### config.mk
export PLATFORM = sky130hd
export DESIGN_NAME = list_ptr_bank
export DESIGN_NICKNAME = d
export VERILOG_FILES = /design/src/rtl/list_ptr_pkg.sv /design/src/rtl/list_ptr_bank.sv /design/src/rtl/list_ptr_walk.sv
export VERILOG_INCLUDE_DIRS = /design/src /design/src/rtl
export SDC_FILE = /design/constraint.sdc
export NUM_CORES = 1
export LEC_CHECK = 0
export BUFFER_PORTS_ARGS = -buffer_cell sky130_fd_sc_hd__buf_2
export CORE_MARGIN = 2
export CORE_UTILIZATION = 46
export CTS_CLUSTER_DIAMETER = 60
export CTS_CLUSTER_SIZE = 12
export DETAILED_ROUTE_END_ITERATION = 10
export PLACE_DENSITY = 0.76
export SLEW_MARGIN = 25
export SYNTH_ARGS = -nofsm -noshare
export SYNTH_HDL_FRONTEND = slang
export SYNTH_SLANG_ARGS = --single-unit
export TNS_END_PERCENT = 20
### constraint.sdc
create_clock -name mclk -period 2 [get_ports mclk]
set_input_delay 0.3 -clock mclk [delete_from_list [all_inputs] [get_ports mclk]]
set_output_delay 0.3 -clock mclk [all_outputs]
set_load 0.01 [all_outputs]
### src/rtl/list_ptr_regs.svh
// Register offsets, fields, reset values for the list-pointer bank.
// Assumes a 32-bit plain register port with byte addresses.
`ifndef LIST_PTR_REGS_SVH
`define LIST_PTR_REGS_SVH

// ****************************************
// Offsets
// ****************************************
`define CTRL_CUR_PTR_OFFSET 8'h24
`define BULK_HEAD_PTR_OFFSET 8'h28
`define CTRL_HEAD_PTR_OFFSET 8'h20
`define LIST_STATUS_OFFSET 8'h40

// ****************************************
// Fields and reset values
// ****************************************
`define PTR_ADDR_MSB 31
`define PTR_ADDR_LSB 4
`define PTR_RESET 32'h00000000
`define CMD_STATUS_FILLED_BIT 1
`define CTRL_LIST_ENABLE_BIT 4
`define UNMAPPED_READ 32'h00000000

`endif

### src/rtl/list_ptr_pkg.sv
// Types for the list-pointer bank.
// Assumes list_ptr_regs.svh is on the include path.
package list_ptr_pkg;
  typedef logic [31:0] word_t;
  typedef logic [27:0] ptr_field_t;
  typedef enum logic [1:0] {
    walk_idle,
    walk_serve,
    walk_end
  } walk_state_t;
endpackage

### src/rtl/list_ptr_bank.sv
// Control current and bulk head list-pointer registers.
// Assumes one clock, plain register port, list processor on mclk.
`timescale 1ns/1ps
`include "list_ptr_regs.svh"

// Operation
// - Advance control pointer after serving descriptor
// - Resume control list where previous frame stopped
// - At list end, test filled flag
// - Flag set: reload from head, clear flag
// - Enabled: reads return live pointer value
// - Pointer starts zero; zero means end
// - Address bits 31:4, low bits reserved
// - Current pointer readable at offset 24h
// - Bulk traversal starts at bulk head
// - Bulk head loaded from communication area
// - Bulk head read-write at 28h, reset zero
module list_ptr_bank
  import list_ptr_pkg::*;
(
  // Clock and reset
  input wire logic mclk,
  input wire logic rst_n,
  // Register port
  input wire logic [7:0] reg_addr,
  input wire logic [31:0] reg_wdata,
  input wire logic reg_wr,
  input wire logic reg_rd,
  output logic [31:0] reg_rdata,
  // Control register and command status view
  input wire logic ctrl_list_enable,
  input wire logic control_list_filled_flag,
  output logic filled_flag_clear,
  // List processor side
  input wire logic ctrl_ed_done,
  input wire logic [31:0] ctrl_next_ed,
  input wire logic init_load,
  input wire logic [31:0] init_bulk_head,
  // Pointer outputs and list-end flag
  output logic [31:0] control_list_head_pointer,
  output logic [31:0] bulk_walk_start,
  output logic control_list_end
);

  // ****************************************
  // Address decode
  // ****************************************
  function automatic logic hit(input logic [7:0] a, input logic [7:0] off);
    hit = (a == off);
  endfunction

  wire sel_cur = hit(reg_addr, `CTRL_CUR_PTR_OFFSET);
  wire sel_bulk = hit(reg_addr, `BULK_HEAD_PTR_OFFSET);
  wire sel_head = hit(reg_addr, `CTRL_HEAD_PTR_OFFSET);
  wire sel_stat = hit(reg_addr, `LIST_STATUS_OFFSET);

  // ****************************************
  // Storage
  // ****************************************
  ptr_field_t bulk_head;
  ptr_field_t ctrl_head;
  ptr_field_t cur_ptr;
  logic filled_clear;
  logic list_end;

  // Current-pointer writes while the list runs are dropped, not queued
  wire cur_wr = reg_wr && sel_cur && !ctrl_list_enable;
  // Low bits discarded so reserved bits never store
  wire [27:0] wr_field = reg_wdata[`PTR_ADDR_MSB:`PTR_ADDR_LSB];
  wire [27:0] next_bulk = init_load ? init_bulk_head[`PTR_ADDR_MSB:`PTR_ADDR_LSB] :
                          (reg_wr && sel_bulk) ? wr_field : bulk_head;
  wire [27:0] next_head = (reg_wr && sel_head) ? wr_field : ctrl_head;

  always_ff @(posedge mclk or negedge rst_n)
  begin
    if (!rst_n)
    begin
      bulk_head <= 28'h0000000;
      ctrl_head <= 28'h0000000;
    end
    else
    begin
      bulk_head <= next_bulk;
      ctrl_head <= next_head;
    end
  end

  // ****************************************
  // Control list walker
  // ****************************************
  list_ptr_walk u_walk (
    .mclk(mclk),
    .rst_n(rst_n),
    .ed_done(ctrl_ed_done && ctrl_list_enable),
    .next_ed(ctrl_next_ed[`PTR_ADDR_MSB:`PTR_ADDR_LSB]),
    .sw_write(cur_wr),
    .sw_value(wr_field),
    .filled_flag(control_list_filled_flag && ctrl_list_enable),
    .head_ptr(ctrl_head),
    .cur_ptr(cur_ptr),
    .filled_clear(filled_clear),
    .list_end(list_end)
  );

  // ****************************************
  // Read data
  // ****************************************
  // Live pointer, no snapshot, so a read sees the walk as it is
  wire [31:0] next_rdata = sel_cur ? {cur_ptr, 4'h0} :
                           sel_bulk ? {bulk_head, 4'h0} :
                           sel_head ? {ctrl_head, 4'h0} :
                           sel_stat ? {30'h0, list_end, ctrl_list_enable} :
                           `UNMAPPED_READ;

  always_ff @(posedge mclk or negedge rst_n)
  begin
    if (!rst_n)
    begin
      reg_rdata <= `PTR_RESET;
      filled_flag_clear <= 1'b0;
      control_list_head_pointer <= `PTR_RESET;
      bulk_walk_start <= `PTR_RESET;
      control_list_end <= 1'b0;
    end
    else
    begin
      reg_rdata <= reg_rd ? next_rdata : `UNMAPPED_READ;
      filled_flag_clear <= filled_clear;
      control_list_head_pointer <= {cur_ptr, 4'h0};
      bulk_walk_start <= {bulk_head, 4'h0};
      control_list_end <= list_end;
    end
  end

endmodule // list_ptr_bank

### src/rtl/list_ptr_walk.sv
// Control-list walker: advances and reloads the current pointer.
// Assumes the list processor supplies one-cycle event pulses.
`timescale 1ns/1ps
`include "list_ptr_regs.svh"

module list_ptr_walk
  import list_ptr_pkg::*;
(
  // Clock and reset
  input wire logic mclk,
  input wire logic rst_n,
  // Events and values from the list processor and the registers
  input wire logic ed_done,
  input wire logic [27:0] next_ed,
  input wire logic sw_write,
  input wire logic [27:0] sw_value,
  input wire logic filled_flag,
  input wire logic [27:0] head_ptr,
  // Results
  output logic [27:0] cur_ptr,
  output logic filled_clear,
  output logic list_end
);

  // ****************************************
  // Pointer update
  // ****************************************
  wire at_end = (cur_ptr == 28'h0000000);
  wire reload = at_end && filled_flag && !sw_write;
  wire [27:0] next_cur = sw_write ? sw_value :
                         reload ? head_ptr :
                         (ed_done && !at_end) ? next_ed : cur_ptr;

  always_ff @(posedge mclk or negedge rst_n)
  begin
    if (!rst_n)
    begin
      cur_ptr <= 28'h0000000;
      filled_clear <= 1'b0;
      list_end <= 1'b0;
    end
    else
    begin
      cur_ptr <= next_cur;
      filled_clear <= reload;
      list_end <= at_end && !filled_flag;
    end
  end

endmodule // list_ptr_walk

==> flow_results.org <==
** Outcome
- The run finished, with violations left.
- The checks that failed: setup timing.

** Pwr
- Pwr Density :: 931 nW/µm²
- Portion of total power attributed to the clock network :: 0.413
- Worst IR Drop VDD :: a little over 600 µV
- NetSw :: approximately 1.9 mW
- Of the total power, the share spent switching nets is 0.231.
- Portion of total power attributed to combinational logic :: 0.107
- Of the total power, registers draw 0.481.
- P_int :: about 6.3 mW
- For this design the static power due to leakage is around 4.6 nW.

** Yosys
- The synthesized design contains 0 enable-type register cells.
- Number of distinct library cells after synthesis :: 31
- Synth Instances :: slightly above 500
- The share of the Yosys chip area taken by registers is 0.653.
- Largest area contributor in the netlist :: sky130_fd_sc_hd__dfrtp_1
- The mapped netlist covers ~6700 µm².
- Top cells by area, synth :: sky130_fd_sc_hd__dfrtp_1 65%, sky130_fd_sc_hd__mux2_2 4.7%, sky130_fd_sc_hd__a221o_1 4.2%, sky130_fd_sc_hd__mux2i_1 4.2%, sky130_fd_sc_hd__o21ai_0 3.8%
- Yosys printed 0 warnings.
- In this run the mean area of a mapped cell was 13.2 µm².
- Ranking of synthesized cells by instance count :: 174 x sky130_fd_sc_hd__dfrtp_1, 51 x sky130_fd_sc_hd__o21ai_0, 31 x sky130_fd_sc_hd__nand2_1, 30 x sky130_fd_sc_hd__nor2_1
- Synth top area share :: 0.653
- Most frequent cell after synthesis :: sky130_fd_sc_hd__dfrtp_1
- Synthesis inferred ~170 register bits.
- Commonest register cell after synthesis :: sky130_fd_sc_hd__dfrtp_1
- Async set-reset flop share out of synthesis :: 1.00

** Clock tree
- The H-tree was split into 4 levels.
- Clock latency on the worst-skew pair, taken at its later pin, is 430 ps.
- The clock passes through at most 2 buffers.
- TritonCTS clock tree :: built
- After clock tree synthesis, the clock-pin slew on the worst setup and hold paths is approximately 60 ps.
- In this run, CTS created clock tree buffers numbering 17.
- CTS saw approximately 170 sinks.
- Clock tree synthesis selected as its root buffer the cell sky130_fd_sc_hd__clkbuf_16.

** Timing
- The number of hold-slack violations in the final timing report is 0.
- RSZ-0062 raised after global routing :: yes
- Max-slew violation count :: 0
- For the pin with the worst max-slew slack, the measured transition is approximately 550 ps.
- The smallest clock period supported by the final layout is computed as between 2000 and 2500 ps.
- The worst pin sits at a relative slew slack of 0.631.
- On the final layout, the worst clock skew is between 8 and 9 ps.
- Setup slack on the critical path of the routed design comes to -140 ps.
- In the finished design, the share of the clock period the worst path needs comes to 1.07.
- Based on the critical path, the design can be clocked at up to roughly 470 MHz.
- Setup tns final :: -3170 ps
- Setup violations remaining at the end of the flow were counted as 28.

** Global route
- Across every metal layer, demand over resource in global routing totals 0.243.
- Total congestion overflow after global routing :: 0
- Pin count of the biggest net entering global routing :: 57
- The via count of the first global-routing pass is 5604.
- Wire length of the first global-routing pass :: ~29000 µm
- The number of antenna violations at the first check in global routing came to 1.

** Detailed routing
- Via-per-instance ratio :: between 5 and 6
- After detailed routing, the total wire length is 18700 µm.
- Number of vias in the routed layout :: between 5000 and 6000
- For this run, design rule violations remaining after detail routing come to 0.
- In this run the remaining antenna-violating nets after routing total 0.
- Router iterations before antenna repair :: 5
- Starting DRC count in detailed routing :: ~540
- Routed length per instance :: between 20 and 25 µm

** Run
- Across the run, the number of max-cap violations was 0.

** Floorplan
- Initial core utilization :: 0.475
- In this run the standard cell core region covers roughly 14000 µm².
- Width of the die :: roughly 120 µm
- The die covers about 15000 µm².
- Top-level I/O count :: 210
- The floorplan has 43 rows.
- In this run the vertical extent of the chip is ~120 µm.

** Critical path
- Worst path required time :: between 2000 and 2500 ps
- The worst setup path is of the flip-flop to flip-flop kind.
- Start of the worst register-to-register path :: u_walk.cur_ptr[18]
- Max FO, Critical Path :: 14
- CP endpoint kind :: flip-flop
- CP Launch Point :: u_walk.cur_ptr[18]
- Crit start category :: flip-flop
- Worst EP arrival :: 2440 ps

** Placement
- Buffers placed on the I/O ports in this run total between 150 and 200.
- Placed instance count :: roughly 880
- Once detailed placement completed, the half-perimeter wirelength came to about 12000 µm.
- Routability-driven placement finished with a final weighted congestion of between 0.7 and 0.8.

** Min path
- HP Start :: init_bulk_head[17]
- Type of the tightest min-delay check :: primary input to flip-flop

** Finish
- In the final design database the tool counted 839 nets.
- The finished layout holds 919 standard cells, fillers aside.
- Inserted Diodes :: 0
- Fraction of layout instances using a drive strength above 1 :: 0.422
- Total of fill cells in the finished design :: between 1000 and 1500
- Compared with the post-synthesis result, the final layout area differs by 32.7%.
[worst max-delay path, cell delays in order (launching register included)]
cell and delay (ps):
sky130_fd_sc_hd__dfrtp_1 380, sky130_fd_sc_hd__or4_1 540, sky130_fd_sc_hd__nor2_2 180, sky130_fd_sc_hd__a31oi_4 180
sky130_fd_sc_hd__buf_12 200, sky130_fd_sc_hd__a22o_1 240, sky130_fd_sc_hd__a221o_1 280
[metal layers]
layer / routed length (µm) / GRT usage
met1: 7570 / 0.304
met5: 13 / 0
met2: 9270 / 0.402
met4: 519 / 0.112
met3: 1330 / 0.0567
[final timing paths]
| kind | endpoint | slack (ps) | cells past startpoint |
|---|---|---|---|
| max | u_walk.cur_ptr[9] | -140 | 6 |
| min | bulk_head[13] | 70 | 3 |
| max reg2reg | u_walk.cur_ptr[9] | -140 | 6 |
| min reg2reg | filled_flag_clear | 360 | 0 |
| max in group asynchronous | control_list_head_pointer[30] | 1010 | 3 |
| min in group asynchronous | bulk_walk_start[13] | 370 | 2 |
[metrics by stage]
stage / hold slack (ps) / power (mW) / setup WS (ps) / utilization / instance area (µm²)
4_1_cts: 58.4 / 8.27 / -139 / 0.624 / 8760
3_3_place_gp: 257 / 4.82 / -248 / 0.577 / 8100
6_report: 71.5 / 8.24 / -140 / 0.630 / 8840
3_5_place_dp: 266 / 4.85 / -281 / 0.577 / 8100
2_1_floorplan: 4.41 / 4.32 / -182 / - / 6730
5_1_grt: 63.9 / 8.55 / -209 / 0.630 / 8840
[registers in the layout, indices dropped and copies added, names as in the netlist]
signal / flops
reg_rdata: 30
filled_flag_clear: 1
u_walk.cur_ptr: 28
bulk_walk_start: 28
bulk_head: 28
control_list_head_pointer: 28
control_list_end: 1
ctrl_head: 28
u_walk.filled_clear: 1
u_walk.list_end: 1
[cells in the final DEF (no fill, tap or decap), types with 3 or more instances in the layout]
cell type / synthesis / layout
sky130_fd_sc_hd__conb_1: 1 / 10
sky130_fd_sc_hd__mux2i_1: 28 / 28
sky130_fd_sc_hd__buf_4: 11 / 44
sky130_fd_sc_hd__nor2_1: 30 / 28
sky130_fd_sc_hd__bufinv_16: 0 / 3
sky130_fd_sc_hd__a221o_1: 28 / 28
sky130_fd_sc_hd__a22o_1: 28 / 28
sky130_fd_sc_hd__nor4_2: 0 / 3
sky130_fd_sc_hd__clkinv_2: 0 / 3
sky130_fd_sc_hd__nor4_1: 7 / 4
sky130_fd_sc_hd__o21ai_1: 5 / 5
sky130_fd_sc_hd__mux2_2: 28 / 28
sky130_fd_sc_hd__buf_2: 4 / 186
sky130_fd_sc_hd__o21ai_0: 51 / 51
sky130_fd_sc_hd__clkbuf_1: 23 / 3
sky130_fd_sc_hd__clkbuf_16: 0 / 18
sky130_fd_sc_hd__buf_12: 0 / 8
sky130_fd_sc_hd__nand2_1: 31 / 31
sky130_fd_sc_hd__clkbuf_8: 0 / 5
sky130_fd_sc_hd__a221oi_1: 28 / 28
sky130_fd_sc_hd__dfrtp_1: 174 / 174
[power by group through the flow]
stage / sequential, mW / clock [mW] / combinational [mW]
finish: 3.96 / 3.40 / 0.879
global route: 3.98 / 3.61 / 0.955
CTS: 3.96 / 3.44 / 0.864
detailed placement: 4.01 / 0 / 0.841
global placement: 4.00 / 0 / 0.817
floorplan: 4.05 / 0 / 0.265
[what timing repair did]
action / 4_1_cts / 5_1_grt
pin swaps: 5 / 5
setup endpoints to repair: 28 / 28
hold buffers: 1 / 0
hold endpoints to repair: 42 / 0
gates resized for setup: 10 / 0
buffers inserted: 0 / 4
cloned: 1 / 1
[kinds of logic after synthesis]
| logic type | count (synthesis) | share of synthesized area |
|---|---|---|
| AO/OA/AOI/OAI | 142 | 0.159 |
| multiplexers | 56 | 0.0894 |
| AND/OR/NAND/NOR | 84 | 0.0599 |
| other | 1 | 0.000563 |
| flip-flops | 174 | 0.653 |
| buffers and inverters | 46 | 0.0374 |
[area by class of cell]
type | count | area, µm² | area share
Clock buffer | 25 | 505 | 0.0572
Multi-Input combinational cell | 293 | 2190 | 0.247
Tap cell | 180 | 225 | 0.0255
Timing Repair Buffer | 241 | 1470 | 0.166
Sequential cell | 174 | 4350 | 0.492
Clock inverter | 6 | 105 | 0.0119
Power figures use the tool's default switching activity.
